<file path="config.mk">
export PLATFORM = sky130hd
export DESIGN_NAME = srst_top
export DESIGN_NICKNAME = d
export VERILOG_FILES = /design/src/logic/srst_pkg.sv /design/src/logic/srst_sync.sv /design/src/logic/srst_top.sv
export SDC_FILE = /design/constraint.sdc
export NUM_CORES = 1
export LEC_CHECK = 0
export BUFFER_PORTS_ARGS = -buffer_cell sky130_fd_sc_hd__buf_4
export CORE_MARGIN = 2
export CORE_UTILIZATION = 52
export DETAILED_ROUTE_END_ITERATION = 8
export GPL_TIMING_DRIVEN = 0
export PLACE_DENSITY = 0.77
export SETUP_SLACK_MARGIN = 0.02
export SLEW_MARGIN = 20
export SYNTH_ARGS = -nofsm -noshare
export SYNTH_HDL_FRONTEND = slang
export SYNTH_HIERARCHICAL = 1
export SYNTH_SLANG_ARGS = --single-unit
</file>
<file path="constraint.sdc">
create_clock -name clk -period 2.1 [get_ports clk]
set_input_delay 0.105 -clock clk [delete_from_list [all_inputs] [get_ports clk]]
set_output_delay 0.105 -clock clk [all_outputs]
set_load 0.01 [all_outputs]
</file>
<file path="src/logic/srst_pkg.sv">
package srst_pkg;
  // ****************************************
  // status register layout
  // ****************************************
  localparam int STAT_W = 8;
  localparam int BIT_PPEN = 7;
  localparam int BIT_BPH = 3;
  localparam int BIT_BPL = 2;
  localparam int BIT_WLF = 1;
  localparam int BIT_RDY = 0;
  localparam logic [2:0] NV_DELIVERED = 3'h0;
  localparam logic [7:0] ARRAY_DELIVERED = 8'hFF;
  // ****************************************
  // opcodes, bit 3 is a don't care
  // ****************************************
  localparam logic [7:0] OPC_MASK = 8'hF7;
  localparam logic [7:0] SET_WRITE_LATCH_CMD = 8'h06;
  localparam logic [7:0] CLEAR_WRITE_LATCH_CMD = 8'h04;
  // ****************************************
  // timing
  // ****************************************
  localparam int CLK_MHZ = 250;
  localparam int POWERUP_WAIT_TIME_US = 100;
  localparam int POWERUP_WAIT_CYC = POWERUP_WAIT_TIME_US * CLK_MHZ;
  typedef enum logic [2:0] {
    SRST_POR = 3'h1,
    SRST_IDLE = 3'h2,
    SRST_SEL = 3'h4
  } srst_state_t;
endpackage

</file>
<file path="src/logic/srst_sync.sv">
`timescale 1ns/1ns
module srst_sync (
  input wire logic clk, // clock
  input wire logic reset, // sync reset
  input wire logic d, // async level
  input wire logic init, // reset value
  output logic q // synchronised level
);
  logic s1_q;
  logic s2_q;
  logic s1_d;
  logic s2_d;
  always_comb begin
    s1_d = d;
    s2_d = s1_q;
  end
  // init is a tie-off, so each pin settles to the level its edge logic needs
  always_ff @(posedge clk) begin
    if (reset) begin
      s1_q <= init;
      s2_q <= init;
    end else begin
      s1_q <= s1_d;
      s2_q <= s2_d;
    end
  end
  assign q = s2_q;
endmodule

</file>
<file path="src/logic/srst_top.sv">
`timescale 1ns/1ns
module srst_top (
  input wire logic clk, // 250 MHz clock
  input wire logic reset, // power-on reset, high
  input wire logic cs_n, // chip select pin, low active
  input wire logic sck, // serial clock pin
  input wire logic si, // serial data in pin
  input wire logic hold_n, // hold pin, low active
  input wire logic [2:0] nv_bits, // stored pin enable and protect
  output logic so, // serial data out
  output logic so_oe, // serial output enable
  output logic [7:0] status, // status register image
  output logic selected, // device selected
  output logic in_hold, // hold condition active
  output logic standby, // standby mode
  output logic [7:0] opcode, // last complete opcode
  output logic opcode_valid // pulse on new opcode
);
  import srst_pkg::*;
  // ****************************************
  // pin synchronisers
  // ****************************************
  logic cs_s;
  logic sck_s;
  logic si_s;
  logic hold_s;
  // select resets low: a select held low through power-up then shows no
  // falling edge, and only a real high-to-low change selects
  srst_sync u_cs (.clk(clk), .reset(reset), .d(cs_n), .init(1'b0),
    .q(cs_s));
  srst_sync u_sck (.clk(clk), .reset(reset), .d(sck), .init(1'b1),
    .q(sck_s));
  srst_sync u_si (.clk(clk), .reset(reset), .d(si), .init(1'b1),
    .q(si_s));
  srst_sync u_hd (.clk(clk), .reset(reset), .d(hold_n), .init(1'b1),
    .q(hold_s));
  // ****************************************
  // interface state
  // ****************************************
  srst_state_t st_q, st_d;
  logic cs_prev_q, cs_prev_d;
  logic sck_prev_q, sck_prev_d;
  logic [2:0] cnt_q, cnt_d;
  logic [7:0] sh_q, sh_d;
  logic wlf_q, wlf_d;
  logic [7:0] opc_q, opc_d;
  logic opv_q, opv_d;
  logic hold_q, hold_d;
  logic [2:0] nv_q, nv_d;
  logic cs_fall;
  logic sck_rise;
  logic [7:0] byte_in;
  always_comb begin
    cs_fall = cs_prev_q & ~cs_s;
    sck_rise = ~sck_prev_q & sck_s;
    byte_in = {sh_q[6:0], si_s};
    st_d = st_q;
    cs_prev_d = cs_s;
    sck_prev_d = sck_s;
    cnt_d = cnt_q;
    sh_d = sh_q;
    wlf_d = wlf_q;
    opc_d = opc_q;
    opv_d = 1'b0;
    hold_d = hold_q;
    nv_d = nv_q;
    unique case (st_q)
      SRST_POR: begin
        // nonvolatile bits are captured once, after reset release
        nv_d = nv_bits;
        st_d = SRST_IDLE;
      end
      SRST_IDLE: begin
        cnt_d = 3'h0;
        hold_d = 1'b0;
        // a select already low at power-up has no edge here
        if (cs_fall) begin
          st_d = SRST_SEL;
        end
      end
      SRST_SEL: begin
        if (cs_s) begin
          // partial byte dropped, next selection collects an opcode
          st_d = SRST_IDLE;
          cnt_d = 3'h0;
          // leaving while held aborts the command, so the latch drops too
          if (hold_q) begin
            wlf_d = 1'b0;
          end
          hold_d = 1'b0;
        end else begin
          if (!sck_s) begin
            hold_d = ~hold_s;
          end
          if (sck_rise && !hold_q) begin
            sh_d = byte_in;
            cnt_d = cnt_q + 3'h1;
            if (cnt_q == 3'h7) begin
              opc_d = byte_in;
              opv_d = 1'b1;
              if ((byte_in & OPC_MASK) == SET_WRITE_LATCH_CMD) begin
                wlf_d = 1'b1;
              end else if ((byte_in & OPC_MASK) ==
                           CLEAR_WRITE_LATCH_CMD) begin
                wlf_d = 1'b0;
              end
            end
          end
        end
      end
    endcase
  end
  always_ff @(posedge clk) begin
    if (reset) begin
      st_q <= SRST_POR;
      cs_prev_q <= 1'b0;
      sck_prev_q <= 1'b1;
      cnt_q <= 3'h0;
      sh_q <= 8'h00;
      wlf_q <= 1'b0;
      opc_q <= 8'h00;
      opv_q <= 1'b0;
      hold_q <= 1'b0;
      nv_q <= NV_DELIVERED;
    end else begin
      st_q <= st_d;
      cs_prev_q <= cs_prev_d;
      sck_prev_q <= sck_prev_d;
      cnt_q <= cnt_d;
      sh_q <= sh_d;
      wlf_q <= wlf_d;
      opc_q <= opc_d;
      opv_q <= opv_d;
      hold_q <= hold_d;
      nv_q <= nv_d;
    end
  end
  // ****************************************
  // outputs
  // ****************************************
  always_comb begin
    status = 8'h00;
    status[BIT_PPEN] = nv_q[2];
    status[BIT_BPH] = nv_q[1];
    status[BIT_BPL] = nv_q[0];
    status[BIT_WLF] = wlf_q;
    status[BIT_RDY] = 1'b0;
  end
  // no read path here, so the output never drives
  assign so = 1'b0;
  assign so_oe = 1'b0;
  assign selected = (st_q == SRST_SEL);
  assign in_hold = hold_q;
  assign standby = (st_q == SRST_IDLE);
  assign opcode = opc_q;
  assign opcode_valid = opv_q;
  // ****************************************
  // checks
  // ****************************************
  AST_POR_IGNORE: assert property (@(posedge clk)
    disable iff (reset) $past(reset) |-> !selected && !opcode_valid)
    else $error("instruction taken during reset");
  AST_SEL_FROM_STANDBY: assert property (@(posedge clk)
    disable iff (reset) $rose(selected) |-> $past(standby))
    else $error("selection not taken from standby");
  AST_STANDBY_AFTER_POR: assert property (@(posedge clk)
    disable iff (reset) st_q == SRST_POR |=> standby)
    else $error("no standby after power-on reset");
  AST_WLF_CLEAR: assert property (@(posedge clk)
    $fell(reset) |-> !status[BIT_WLF])
    else $error("write latch not cleared at power-up");
  AST_RDY_ZERO: assert property (@(posedge clk)
    disable iff (reset) !status[BIT_RDY])
    else $error("ready busy not zero");
  AST_UNUSED_ZERO: assert property (@(posedge clk)
    disable iff (reset) status[6:4] == 3'h0)
    else $error("unused status bits not zero");
  AST_SO_OFF: assert property (@(posedge clk)
    disable iff (reset) !selected |-> !so_oe)
    else $error("output driven while deselected");
  AST_IDLE_NO_OPCODE: assert property (@(posedge clk)
    disable iff (reset) !selected |=> !opcode_valid)
    else $error("opcode taken while deselected");
  AST_SEL_EDGE: assert property (@(posedge clk)
    disable iff (reset) $rose(selected) |-> $past(cs_s, 2) && !$past(cs_s))
    else $error("selection without falling edge");
  AST_DESEL_IDLE: assert property (@(posedge clk)
    disable iff (reset)
    selected && cs_s |=> !selected && cnt_q == 3'h0 ##1 cnt_q == 3'h0)
    else $error("deselect did not return to idle");
  AST_DESEL_CAUSE: assert property (@(posedge clk)
    disable iff (reset) $fell(selected) |-> $past(cs_s))
    else $error("deselected while select held low");
  AST_IDLE_COUNT: assert property (@(posedge clk)
    disable iff (reset) standby |-> cnt_q == 3'h0)
    else $error("partial byte kept in standby");
  AST_HOLD_DESEL: assert property (@(posedge clk)
    disable iff (reset) selected && cs_s && in_hold |=> !status[BIT_WLF])
    else $error("deselect in hold kept write latch");
  AST_SET_LATCH: assert property (@(posedge clk)
    disable iff (reset)
    opcode_valid && (opcode & OPC_MASK) == SET_WRITE_LATCH_CMD
    |-> status[BIT_WLF])
    else $error("set opcode did not set latch");
  AST_CLR_LATCH: assert property (@(posedge clk)
    disable iff (reset)
    opcode_valid && (opcode & OPC_MASK) == CLEAR_WRITE_LATCH_CMD
    |-> !status[BIT_WLF])
    else $error("clear opcode did not clear latch");
  AST_OPV_PULSE: assert property (@(posedge clk)
    disable iff (reset) opcode_valid |=> !opcode_valid)
    else $error("opcode strobe longer than one cycle");
  AST_OPC_STABLE: assert property (@(posedge clk)
    disable iff (reset) !opcode_valid |-> $stable(opcode))
    else $error("opcode changed without strobe");
  AST_NV_HOLD: assert property (@(posedge clk)
    disable iff (reset)
    st_q != SRST_POR && $past(st_q) != SRST_POR |-> $stable(status[7:2]))
    else $error("protect bits changed");
  AST_NV_CAPTURE: assert property (@(posedge clk)
    disable iff (reset) st_q == SRST_POR |=>
    status[BIT_PPEN] == $past(nv_bits[2]) &&
    status[BIT_BPH] == $past(nv_bits[1]) &&
    status[BIT_BPL] == $past(nv_bits[0]))
    else $error("stored protect bits not loaded");
  AST_IDLE_HOLD_OFF: assert property (@(posedge clk)
    disable iff (reset) standby |-> !in_hold)
    else $error("hold kept while in standby");
  AST_RESET_STANDBY: assert property (@(posedge clk)
    $fell(reset) ##1 1'b1 |-> !in_hold && !selected && standby)
    else $error("power-up not in standby");
endmodule

</file>
Word-level counts from Yosys, hierarchy flattened

Index checks and enable logic that the tools add are counted.

Add/sub/neg operators: 1
Eq/ne operators: 11
Muxes and demuxes: 16
Bitwise operators: 7
Reduce and logical (&&, ||, !) cells: 13

Operators by type and width:

| operator                                                                | count |
|---|---|
| 7-bit by 3-bit == test with 1-bit output, second input constant         | 2 |
| 3-bit two-way mux                                                       | 4 |
| 1-bit two-way mux                                                       | 9 |
| 3-bit one-hot mux with 3 select lines                                   | 1 |
| 3-bit == test, second input constant                                    | 2 |
| 3-bit one-hot mux with 2 select lines                                   | 1 |
| 2-bit AND reduction                                                     | 3 |
| 2-bit nonzero test                                                      | 3 |
| 1-bit inverter                                                          | 5 |
| 5-bit AND reduction                                                     | 1 |
| 2-bit by 1-bit inequality test with 1-bit output, second input constant | 2 |
| 4-bit AND reduction                                                     | 1 |
| 4-bit OR reduction                                                      | 1 |
| 3-bit by 1-bit adder with 3-bit output, second input constant           | 1 |
| 3-bit by 1-bit == test with 1-bit output, second input constant         | 1 |
| 3-bit by 2-bit == test with 1-bit output, second input constant         | 1 |
| 3-bit by 1-bit inequality test with 1-bit output, second input constant | 1 |
| 3-bit inequality test, second input constant                            | 1 |
| 3-bit AND reduction                                                     | 1 |
| 3-bit nonzero test                                                      | 1 |
| 1-bit bitwise AND                                                       | 2 |
| 2-bit inequality test, second input constant                            | 1 |
| 1-bit one-hot mux with 2 select lines                                   | 1 |
| 1-bit logical AND                                                       | 1 |
| 1-bit zero test                                                         | 1 |

Register bits: 37
Input port bits: 9
Output and inout bits: 22
Logic and storage cells: 66

Depth between registers and ports, before layout

Gate-level depths: netlist of run 1.

Depth in word-level cells: 6
Gate-level depth with buffers: 7
Depth with buffers taken out: 6

By module

The synthesis of run 1 kept the hierarchy.

Modules (own cells, without submodules):

| module    | instances | cells an instance | area an instance (sq um) | sequential area each (sq um) |
|---|---|---|---|---|
| srst_top  | 1         | 129               | 1198.6                   | 580.6 |
| srst_sync | 4         | 4                 | 62.6                     | 40.0 |

Worst setup path after synthesis of run 1

No wires, ideal clock.

Path kind: register to register
Start: register cnt_q[0]
End: register wlf_q
Setup time: 0.133 ns
Arrival: 1.310 ns
Required time: 1.967 ns
Slack: 0.657 ns
Cell stages (with the launch flop): 8
Buffers on the path: 1
Period minus slack after synthesis: 1.443 ns
Cell sequence: dfxtp_1 > ha_1 > ha_1 > nor4bb_1 > buf_2 > nand4_1 > a211oi_1 > a211oi_1

Cells in the longest elaborated chain, start to end: 3

RTL lines:

| item                          | RTL line        | source |
|---|---|---|
| start: declaration            | srst_top.sv:43  | `logic [2:0] cnt_q, cnt_d;` |
| start signal: assignment      | srst_top.sv:129 | `cnt_q <= cnt_d;` |
| 3-bit == test                 | srst_top.sv:98  | `if (cnt_q == 3'h7) begin` |
| 2-bit nonzero test (no line)  | --              |  |
| 5-bit AND reduction (no line) | --              |  |
| end signal: assignment        | srst_top.sv:131 | `wlf_q <= wlf_d;` |
| end: declaration              | srst_top.sv:45  | `logic wlf_q, wlf_d;` |

Every way passes these cells.
A chain may end at the register's enable or synchronous reset.

Worst setup path after layout of run 1

Same ends and word-level chain as after synthesis.

==> metrics.csv, run 1 <==
stage,metric,value,unit
route,first_iter_violations,26,
placement,port_buffers,24,
final_layout,nets,204,
die,die_area,3225,sq um
clock_network,clkTransAtPathRegs,0.12,ns
synthesis,ys.flop_type,dfxtp_1,
min_path,hold_path_class,in2reg,
synthesis,synth_edf_count,0,
critical_path,worstReg2RegEnd,wlf_q$_SDFFE_PP0P_,
sta,timing.final.max_slew_violations,0,
min_path,whs_path_depth,3,
clock_network,clock_latency,0.35,ns
critical_path,rr_worst_depth,7,
critical_path,critPathLaunchType,flop,
route,antenna_left,0,
synthesis,yosys_register_bits,37,
route,wl_per_cell,12.06,um
global_route,track_usage,19.98,%
sta,hold_viol_final,0,
final_layout,layout_commonest_cell,dfxtp_1,
sta,fin_skew,0.01493,ns
sta,fin_crit,1.635,ns
placement,post-dp-hpwl,1.967,mm
critical_path,arrival,1.87,ns
synthesis,ys_seq_area_share,51.12,%
die,num_io_pins,31,
run,maxCapViolations,0,
synthesis,async_flop_share,0,%
sta,clock.fmax,611.6,MHz
critical_path,criticalPathCategory,reg2reg,
clock_network,numCtsBuffers,5,
sta,rsz0062_at_grt,no,
run_status,status,"finished, final reports clean",
die,die_w,56.79,um
pwr,ir_drop,0.6878,mV
synthesis,synthesis.area,1449,sq um
final_layout,diodes,0,
clock_network,cts_num_sinks,37,
synthesis,synth_cells,145,
sta,setup_viol,0,
synthesis,yosysWarnings,6,
critical_path,worstPathMaxFanout,9,
sta,setup_tns,0,ns
clock_network,ctsHtreeMaxLevel,2,
min_path,hp-start,nv_bits[1],
clock_network,cts_tree,built,
sta,tightest_slew,0.5664,ns
critical_path,end_kind,flop,
min_path,min_to,nv_q[1]$_SDFFE_PP0N_,
synthesis,syn_avg_cell_area,9.992,sq um
sta,post-route-period-util,77.87,%
die,core,2710,sq um
die,num_rows,19,
critical_path,r2r_setup_slack,0.46,ns
route,drt-vias-per-instance,4.991,
global_route,antenna_found_initial,0,
global_route,grt_overflow,0,
critical_path,cp.required,2.33,ns
clock_network,cts_root_buffer,clkbuf_4,
final_layout,drive_above_1_share,27.32,%
pwr,leakagePower,0.7928,nW
route,via_count,1123,
pwr,power.density,659.3,nW/um^2
clock_network,clockBufferDepth,2,
synthesis,synth_cell_types,28,
global_route,grt_pass1_wl,4.899,mm
placement,dp_cells,212,
route,drc,0,
sta,whs,0.006848,ns
placement,routabilityCongestion,0.8041,
global_route,grt_start_max_net_pins,13,
die,die_h,56.79,um
final_layout,layout_common_cells,"dfxtp_1 (37), buf_4 (32), nor2_1 (20)",
critical_path,regToRegStartpoint,cnt_q[0]$_SDFFE_PP0P_,
final_layout,fin_cells,225,
clock_network,post_cts_buffers,0,
sta,maxSlewHeadroom,62.16,%
final_layout,area_delta_synth_final,25.47,%
route,dr.pass1.iters,4,
global_route,grt_pass1_vias,1146,
die,initial_core_util,53.46,%
route,routed_wl,2.714,mm
## cell usage after synthesis, types with 2 or more instances
master	number	area [sq um]
nor2b_1	3	18.77
a22oi_1	3	22.52
nor3b_1	2	15.01
nand2b_1	2	12.51
mux2i_1	11	110.1
a21oi_1	8	40.04
a211oi_1	3	22.52
buf_1	2	7.510
buf_4	8	60.06
nor2_1	20	75.07
nand3_1	9	45.04
buf_2	2	10.01
dfxtp_1	37	740.7
ha_1	2	25.02
conb_1	2	7.510
a221o_1	2	20.02
clkbuf_1	2	7.510
nand2_1	10	37.54
mux2_2	8	90.09
## how the worst max path moves through the flow
stage                                startpoint                 end  slack [ns]  cells past startpoint
after floorplan           cnt_q[0]$_SDFFE_PP0P_  wlf_q$_SDFFE_PP0P_        0.66                      7
after global placement    cnt_q[0]$_SDFFE_PP0P_  wlf_q$_SDFFE_PP0P_        0.52                      7
after detailed placement  cnt_q[0]$_SDFFE_PP0P_  wlf_q$_SDFFE_PP0P_        0.46                      7
after CTS                 cnt_q[0]$_SDFFE_PP0P_  wlf_q$_SDFFE_PP0P_        0.44                      7
after global routing      cnt_q[0]$_SDFFE_PP0P_  wlf_q$_SDFFE_PP0P_        0.30                      7
final                     cnt_q[0]$_SDFFE_PP0P_  wlf_q$_SDFFE_PP0P_        0.46                      7
## cell type report
| type | instances | area (sq um) |
|---|---|---|
| plain buffers | 14 | 85.08 |
| repair buffers | 29 | 230.2 |
| clock inverters | 3 | 17.52 |
| well taps | 31 | 38.79 |
| flip-flops and latches | 37 | 740.7 |
| multi-input cells | 106 | 668.1 |
| fillers | 217 | 892.1 |
| clock buffers | 5 | 37.54 |
## critical path: stages (launching register included)
cell,delay (ns)
dfxtp_1,0.37
ha_1,0.16
ha_1,0.15
nor4bb_1,0.20
buf_2,0.24
nand4_1,0.13
a211oi_1,0.19
a211oi_1,0.08
## sequential cells by signal, summed over array words and instances (netlist names), 3 cells and up
| name | cells |
|---|---|
| opcode | 8 |
| sh_q | 7 |
| cnt_q | 3 |
| nv_q | 3 |
| st_q | 3 |
## routing by layer
metal  global-route usage [%]  routed length (um)
met1                    22.77                1195
met3                    6.912                 146
met5                        0                   0
met2                    32.39                1308
met4                    11.30                  63
## what timing repair did
action | in CTS | in global routing
hold buffers | 5 | 0
gates resized for setup | 0 | 0
endpoints found under the hold margin | 5 | 0
## cells by family (layout without fill, tap and decap cells)
kind of cell	count (synthesis)	count (layout)	synth area share, %
AND/OR/NAND/NOR	55	55	19.69
flip-flops	37	37	51.12
multiplexers	19	19	13.82
AO/OA/AOI/OAI	16	16	7.254
buffers and inverters	14	51	5.873
adder cells (fa/ha/maj)	2	2	1.727
other	2	14	0.5183
## per-stage QoR
step           worst slack [ns]  power [mW]  instance area [sq um]  util (%)
6_report                 0.4648       1.199                   1818     67.08
5_1_grt                  0.2972       1.247                   1818     67.08
4_1_cts                  0.4350       1.208                   1818     67.08
3_5_place_dp             0.4614      0.8416                   1713     63.20
3_3_place_gp             0.5164      0.8378                   1713     63.20
2_1_floorplan            0.6570      0.8088                   1494         -
## report_power, final
group | leakage [nW] | total, mW | internal, mW | switching, mW
Clock | 0.0310 | 0.365 | 0.126 | 0.239
Sequential | 0.303 | 0.741 | 0.723 | 0.0176
Combinational | 0.459 | 0.0926 | 0.0534 | 0.0392
(Power assumes the default switching activity.)
==> run 2, diff against run 1 <==
--- a/config.mk
+++ b/config.mk
@@ -7,10 +7,10 @@
 export LEC_CHECK = 0
 export BUFFER_PORTS_ARGS = -buffer_cell sky130_fd_sc_hd__buf_4
 export CORE_MARGIN = 2
-export CORE_UTILIZATION = 52
+export CORE_UTILIZATION = 47
 export DETAILED_ROUTE_END_ITERATION = 8
 export GPL_TIMING_DRIVEN = 0
-export PLACE_DENSITY = 0.77
+export PLACE_DENSITY = 0.73
 export SETUP_SLACK_MARGIN = 0.02
 export SLEW_MARGIN = 20
 export SYNTH_ARGS = -nofsm -noshare
==> constraint.sdc (replaced) <==
create_clock -name clk -period 1.4 [get_ports clk]
set_input_delay 0.07 -clock clk [delete_from_list [all_inputs] [get_ports clk]]
set_output_delay 0.07 -clock clk [all_outputs]
set_load 0.01 [all_outputs]
==> run 2 against run 1 <==
Compared with the run above: the flow now finishes with violations (negative setup slack); cell count increased by 6.7%; first-iteration DRC count increased by 110%; clock skew increased by 0.0017 ns; sequential power increased by 50%; highest routed layer unchanged; combinational power increased by 77%; hold slack improved by 0.073 ns.
==> metrics.csv, run 2 (same netlist as run 1, synthesis figures left out) <==
stage,metric,value,unit,change
sta,maxSlewHeadroom,63.46,%,+1.3 points
pwr,p_switching,0.4441,mW,+50%
die,initial_core_util,48.25,%,-5.2 points
final_layout,nets,217,,+6.4%
critical_path,criticalPathCategory,reg2reg,,
run_status,violations,negative setup slack,,
clock_network,cts_root_buffer,clkbuf_4,,
run,maxCapViolations,0,,unchanged
critical_path,critPathLaunchType,flop,,
final_layout,layout_commonest_cell,buf_4,,
global_route,grt_overflow,0,,unchanged
final_layout,layout_common_cells,"buf_4 (40), dfxtp_1 (28), nor2_1 (19)",,
min_path,whs_path_depth,2,,-1
pwr,power.density,859.4,nW/um^2,+30%
final_layout,drive_above_1_share,44.44,%,+17 points
pwr,power.internal,1.368,mW,+51%
pwr,p_comb_share,9.1,%,+1.4 points
route,drc,0,,unchanged
die,die_w,59.52,um,+4.8%
clock_network,numCtsBuffers,5,,unchanged
route,routed_wl,3.154,mm,+16%
final_layout,area_delta_synth_final,45.51,%,
final_layout,fin_cells,240,,+6.7%
sta,timing.final.max_slew_violations,0,,unchanged
critical_path,cp.required,1.61,ns,-0.72 ns
min_path,hold_path_class,in2reg,,
final_layout,largest_reg_flops,8,,unchanged
die,num_rows,20,,+1
pwr,clock_power_share,29.7,%,-0.8 points
final_layout,diodes,0,,unchanged
pwr,switching_share,24.51,%,-0.16 points
sta,tightest_slew,0.5481,ns,-0.01831 ns
clock_network,cts_tree,built,,
pwr,ir_drop,0.5636,mV,-18%
sta,clock.fmax,643.3,MHz,+5.2%
route,first_iter_violations,55,,+110%
pwr,seqPwrFrac,61.2,%,-0.6 points
route,antenna_left,0,,unchanged
placement,post-dp-hpwl,1.999,mm,+1.6%
sta,hold_viol_final,0,,unchanged
sta,fin_ws,-0.1546,ns,-0.6194 ns
run_status,status,"finished, violations left",,
placement,port_buffers,24,,unchanged
clock_network,cts_num_sinks,37,,unchanged
die,die_area,3543,sq um,+9.9%
die,die_h,59.52,um,+4.8%
sta,fin_skew,0.01663,ns,+0.001700 ns
sta,setup_viol,16,,+16
placement,routabilityCongestion,0.8107,,+0.82%
critical_path,worstPathMaxFanout,5,,-4
route,via_count,1221,,+8.7%
route,drt-vias-per-instance,5.088,,+1.9%
pwr,leakagePower,0.8606,nW,+8.5%
critical_path,rr_worst_depth,8,,+1
sta,post-route-period-util,111.0,%,+33 points
global_route,grt_pass1_vias,1173,,+2.4%
die,core,3003,sq um,+11%
placement,placed_area,1738,sq um,+1.5%
global_route,antenna_found_initial,0,,unchanged
die,num_io_pins,31,,unchanged
final_layout,fin_util,70.21,%,+3.1 points
global_route,track_usage,20.54,%,+0.56 points
route,dr.pass1.iters,4,,unchanged
clock_network,clkTransAtPathRegs,0.12,ns,about the same
sta,rsz0062_at_grt,yes,,
final_layout,stdcell_area,2108,sq um,+16%
route,wl_per_cell,13.14,um,+8.9%
sta,fin_crit,1.555,ns,-0.08058 ns
global_route,grt_pass1_wl,5.306,mm,+8.3%
critical_path,arrival,1.77,ns,-0.10 ns
clock_network,ctsHtreeMaxLevel,2,,unchanged
placement,dp_cells,214,,+0.94%
clock_network,clockBufferDepth,2,,unchanged
clock_network,clock_latency,0.34,ns,about the same
global_route,grt_start_max_net_pins,13,,unchanged
pwr,total_power,1.812,mW,+51%
critical_path,end_kind,flop,,
[run 2: cell count changes in the layout (fill, tap and decap cells not counted), sizes merged]
cell | before | now
dlygate4sd3 | 5 | 8
nand2 | 11 | 12
buf | 36 | 45
[run 2: layout make-up]
| class | count | area (sq um) |
|---|---|---|
| fillers | 227 | 894.6 |
| multi-input cells | 107 | 820.8 |
| flip-flops and latches | 37 | 762.0 |
| repair buffers | 41 | 331.6 |
| plain buffers | 14 | 97.59 |
| well taps | 33 | 41.29 |
| clock buffers | 5 | 37.54 |
| clock inverters | 3 | 17.52 |
[run 2: power groups by stage]
stage               Combinational (mW)  Sequential (mW)  Clock (mW)
finish                           0.164             1.11       0.538
global route                     0.181             1.11       0.608
CTS                              0.163             1.11       0.560
detailed placement               0.129             1.14           0
global placement                 0.125             1.13           0
floorplan                       0.0835             1.13           0
[run 2: final timing paths]
check	start	to	slack, ns
worst max-delay path	cnt_q[1]$_SDFFE_PP0P_	opcode[3]$_SDFFE_PP0P_	-0.15
worst min-delay path	reset	u_si/s1_q$_DFF_P_	0.08
worst max register to register	cnt_q[1]$_SDFFE_PP0P_	opcode[3]$_SDFFE_PP0P_	-0.15
worst min register to register	u_cs/s1_q$_DFF_P_	u_cs/q$_DFF_P_	0.47
[run 2: timing repair]
item	CTS	global route
hold buffers	8	0
gates cloned	1	0
endpoints found under the hold margin	8	0
buffers inserted	9	0
setup endpoints to repair	24	20
resized for setup	32	8
pin swaps	20	4
[run 2: per-stage QoR]
step	setup WS (ns)	setup TNS, ns	hold WS, ns
3_5_place_dp	-0.2935	-2.272	0.3036
3_3_place_gp	-0.1775	-1.342	0.2963
4_1_cts	-0.1223	-0.6037	0.05555
5_1_grt	-0.2430	-2.416	0.06851
6_report	-0.1546	-0.8776	0.07942
2_1_floorplan	-0.03899	-0.03899	0.1604
[run 2: critical path: stages, from the launching register on]
cell and delay, ns:
dfxtp_2 0.38, ha_4 0.14, ha_4 0.12, nor4bb_4 0.20, buf_4 0.18, buf_6 0.13, nand2_8 0.07, mux2i_1 0.15
nor2_1 0.05
[run 2: layer usage]
| layer | track usage [%] | share of wire, % | wire (um) | vias up |
|---|---|---|---|---|
| li1 | - | - | - | 607 |
| met1 | 23.88 | 41 | 1295 | 576 |
| met2 | 35.64 | 53 | 1677 | 32 |
| met3 | 5.240 | 4.4 | 138 | 6 |
| met4 | 8.571 | 1.4 | 43 | 0 |
| met5 | 0 | 0 | 0 | - |
==> run 3, diff against run 2 <==
--- a/config.mk
+++ b/config.mk
@@ -7,13 +7,11 @@
 export LEC_CHECK = 0
 export BUFFER_PORTS_ARGS = -buffer_cell sky130_fd_sc_hd__buf_4
 export CORE_MARGIN = 2
-export CORE_UTILIZATION = 47
+export CORE_UTILIZATION = 56
 export DETAILED_ROUTE_END_ITERATION = 8
 export GPL_TIMING_DRIVEN = 0
-export PLACE_DENSITY = 0.73
+export PLACE_DENSITY = 0.82
 export SETUP_SLACK_MARGIN = 0.02
-export SLEW_MARGIN = 20
 export SYNTH_ARGS = -nofsm -noshare
 export SYNTH_HDL_FRONTEND = slang
-export SYNTH_HIERARCHICAL = 1
 export SYNTH_SLANG_ARGS = --single-unit
==> constraint.sdc (replaced) <==
create_clock -name clk -period 1.8 [get_ports clk]
set_input_delay 0.09 -clock clk [delete_from_list [all_inputs] [get_ports clk]]
set_output_delay 0.09 -clock clk [all_outputs]
set_load 0.01 [all_outputs]
==> run 3 against run 2 <==
Compared with the run above: the run now ends clean; global-route usage shrank 0.37 points; combinational power shrank 48%; critical path depth shrank 4; setup slack gained 0.31 ns; largest power group unchanged; count of clock-buffer cells in the layout grew 2; cell count shrank 13%; critical endpoint is now cnt_q[1]$_SDFFE_PP0P_; maximum frequency shrank 5.7%; area after synthesis shrank 4.9%.
==> metrics.csv, run 3 <==
stage,metric,value,unit,change
global_route,grt_pass1_vias,944,,-20%
route,first_iter_violations,13,,-76%
die,die_h,53.60,um,-10%
die,num_io_pins,31,,unchanged
synthesis,async_flop_share,0,%,unchanged
die,die_w,53.60,um,-10%
synthesis,yosys_register_bits,37,,unchanged
critical_path,endpoint,cnt_q[1]$_SDFFE_PP0P_,,
pwr,seqPwrFrac,55.9,%,-5.3 points
pwr,clock_power_share,38.4,%,+8.7 points
route,drc,0,,unchanged
pwr,leakagePower,0.7820,nW,-9.1%
final_layout,fin_util,76.25,%,+6.0 points
sta,setup_viol,0,,-16
run_status,status,"finished, final reports clean",,
final_layout,multi_input_area,568.0,sq um,-31%
placement,post-dp-hpwl,1.778,mm,-11%
critical_path,rr_worst_depth,4,,-4
pwr,power.density,870.2,nW/um^2,+1.2%
die,initial_core_util,60.53,%,+12 points
die,core,2276,sq um,-24%
critical_path,end_kind,flop,,
global_route,track_usage,20.18,%,-0.37 points
sta,rsz0062_at_grt,no,,
sta,fin_skew,0.01063,ns,-0.005998 ns
placement,routabilityCongestion,0.7581,,-6.5%
final_layout,seq_area,740.7,sq um,-2.8%
clock_network,clockBufferDepth,2,,unchanged
placement,port_buffers,23,,-4.2%
clock_network,post_cts_buffers,0,,-9
synthesis,syn_avg_cell_area,9.701,sq um,-2.9%
clock_network,cts_resized,0,,-100%
pwr,p_switching,0.2986,mW,-33%
final_layout,drive_above_1_share,25.27,%,-19 points
synthesis,synth_common_cells,"dfxtp_1 (37), nand2_1 (17), nor2_1 (17)",,
critical_path,crit_slowest_cell,o311ai_1,,
synthesis,synth_area_leaders,"dfxtp_1 (54%), mux2i_1 (8.7%), nand2_1 (4.6%), nor2_1 (4.6%), buf_4 (3.8%)",,
critical_path,path_cells,or3b_1 -> o311ai_1 -> a22oi_1 -> nor2_1,,
route,dr.pass1.iters,4,,unchanged
synthesis,yosysMostFrequentCell,dfxtp_1,,
critical_path,r2r_setup_slack,0.15,ns,+0.31 ns
synthesis,yosysWarnings,0,,-6
global_route,grt_overflow,0,,unchanged
global_route,grt_start_max_net_pins,12,,-1
sta,hold_viol_final,0,,unchanged
final_layout,largest_reg_flops,8,,unchanged
critical_path,cp-startpoint,st_q[2]$_SDFFE_PP0P_,,
critical_path,arrival,1.92,ns,+0.15 ns
critical_path,critical_path.top_delay_family,compound AO/OA/AOI/OAI gates,,
sta,clock.fmax,606.4,MHz,-5.7%
sta,fin_crit,1.649,ns,+0.09452 ns
critical_path,path_buf_inv,0,,-2
die,num_rows,17,,-15%
critical_path,critPathLaunchType,flop,,
critical_path,worstPathMaxFanout,6,,+1
clock_network,numCtsBuffers,5,,unchanged
route,wl_per_cell,11.73,um,-11%
pwr,ir_drop,0.7712,mV,+37%
sta,tightest_slew,0.5672,ns,+0.01918 ns
clock_network,cts_root_buffer,clkbuf_4,,
route,routed_wl,2.464,mm,-22%
final_layout,nets,192,,-12%
run,maxCapViolations,0,,unchanged
sta,post-route-period-util,91.62,%,-19 points
synthesis,ys.flop_type,dfxtp_1,,
clock_network,clkTransAtPathRegs,0.11,ns,about the same
final_layout,layout_common_cells,"dfxtp_1 (37), buf_4 (30), nor2_1 (17), nand2_1 (17), mux2i_1 (12)",,
clock_network,ctsHtreeMaxLevel,2,,unchanged
pwr,p_comb_share,5.6,%,-3.5 points
synthesis,synth_cells,142,,-2.1%
route,via_count,1050,,-14%
final_layout,area_delta_synth_final,25.98,%,
min_path,hold_path_class,in2reg,,
clock_network,cts_tree,built,,
critical_path,worstReg2RegEnd,cnt_q[1]$_SDFFE_PP0P_,,
final_layout,diodes,0,,unchanged
synthesis,synth_cell_types,29,,+3.6%
sta,setup_tns,0,ns,+0.8776 ns
critical_path,criticalPathCategory,reg2reg,,
global_route,antenna_found_initial,0,,unchanged
min_path,hp-start,nv_bits[2],,
synthesis,synth_top_area_share,53.77,%,+2.6 points
global_route,grt_pass1_wl,4.022,mm,-24%
sta,maxSlewHeadroom,61.89,%,-1.6 points
route,drt-vias-per-instance,5.000,,-1.7%
synthesis,ys_seq_area_share,53.77,%,+2.6 points
die,die_area,2872,sq um,-19%
pwr,switching_share,19.77,%,-4.7 points
critical_path,regToRegStartpoint,st_q[2]$_SDFFE_PP0P_,,
synthesis,synth_edf_count,0,,unchanged
synthesis,synth_largest_area_cell,dfxtp_1,,
clock_network,cts_num_sinks,37,,unchanged
final_layout,nFillCells,167,,-26%
route,antenna_left,0,,unchanged
sta,timing.final.max_slew_violations,0,,unchanged
critical_path,cp.required,2.07,ns,+0.46 ns
synthesis,synthesis.area,1378,sq um,-4.9%
critical_path,max_stage_delay,0.49,ns,+0.11 ns
critical_path,cp_num_cells,4,,-4
pwr,power.internal,1.211,mW,-11%
final_layout,layout_commonest_cell,dfxtp_1,,
clock_network,clock_latency,0.33,ns,about the same
==> run 3: worst min-delay path by stage <==
stage / end / slack, ns / cells after the start
2_1_floorplan: u_hd.s1_q$_SDFF_PP1_ / 0.19 / 1
5_1_grt: nv_q[2]$_SDFFE_PP0N_ / 0.02 / 3
4_1_cts: nv_q[2]$_SDFFE_PP0N_ / 0.02 / 3
3_3_place_gp: u_sck.s1_q$_SDFF_PP1_ / 0.28 / 2
6_report: nv_q[2]$_SDFFE_PP0N_ / 0.03 / 3
3_5_place_dp: u_si.s1_q$_SDFF_PP1_ / 0.28 / 2
==> run 3: worst reg2reg max path: cells and delay by family (launching register included) <==
family,cells,cell delay (ns)
AO/OA/AOI/OAI,2,0.62
AND/OR/NAND/NOR,2,0.54
flip-flops,1,0.44
==> run 3: kinds of logic after synthesis <==
family,Yosys count,synth area share (%)
and+or+nand+nor,57,21.53
AOI/OAI and AO/OA,16,6.903
buffers and inverters,16,6.358
other,1,0.2722
xor gates and xnor gates,1,0.6359
muxes,12,8.720
adders and majority gates,2,1.816
DFF,37,53.77
==> run 3: power groups by stage <==
stage	clock network [mW]	logic, mW	registers, mW
after floorplan	0	0.0475	0.863
after global placement	0	0.0729	0.862
after detailed placement	0	0.0761	0.864
after CTS	0.597	0.0849	0.845
after global routing	0.626	0.0941	0.847
final	0.580	0.0852	0.845
==> run 3: cell type report <==
class / count / area share [%]
Tap cell: 28 / 2.019
Inverter: 2 / 0.4326
Sequential cell: 37 / 42.68
Timing Repair Buffer: 28 / 12.83
Buffer: 13 / 4.398
Clock inverter: 1 / 1.730
Multi-Input combinational cell: 94 / 32.73
Clock buffer: 7 / 3.172
==> run 3: timing repair <==
action / in CTS / in global routing
hold endpoints to repair: 5 / 0
hold buffers: 5 / 0
setup endpoints to repair: 0 / 2
==> run 3: per-layer routing <==
| layer | GRT usage [%] | routed length, um | vias up |
|---|---|---|---|
| li1 | - | - | 535 |
| met1 | 23.46 | 1141 | 485 |
| met2 | 33.13 | 1189 | 24 |
| met3 | 7.500 | 104 | 6 |
| met4 | 8.974 | 28 | 0 |
| met5 | 0 | 0 | - |
==> run 3: per-stage QoR <==
stage	cell area [sq um]	worst slack, ns	std cells	hold slack [ns]	power [mW]
2_1_floorplan	1396	0.3106	147	0.1938	0.9103
3_3_place_gp	1604	0.2194	198	0.2758	0.9353
3_5_place_dp	1604	0.1681	198	0.2777	0.9397
4_1_cts	1739	0.1313	211	0.01710	1.527
5_1_grt	1735	0.02210	210	0.02166	1.568
6_report	1735	0.1509	210	0.02559	1.510
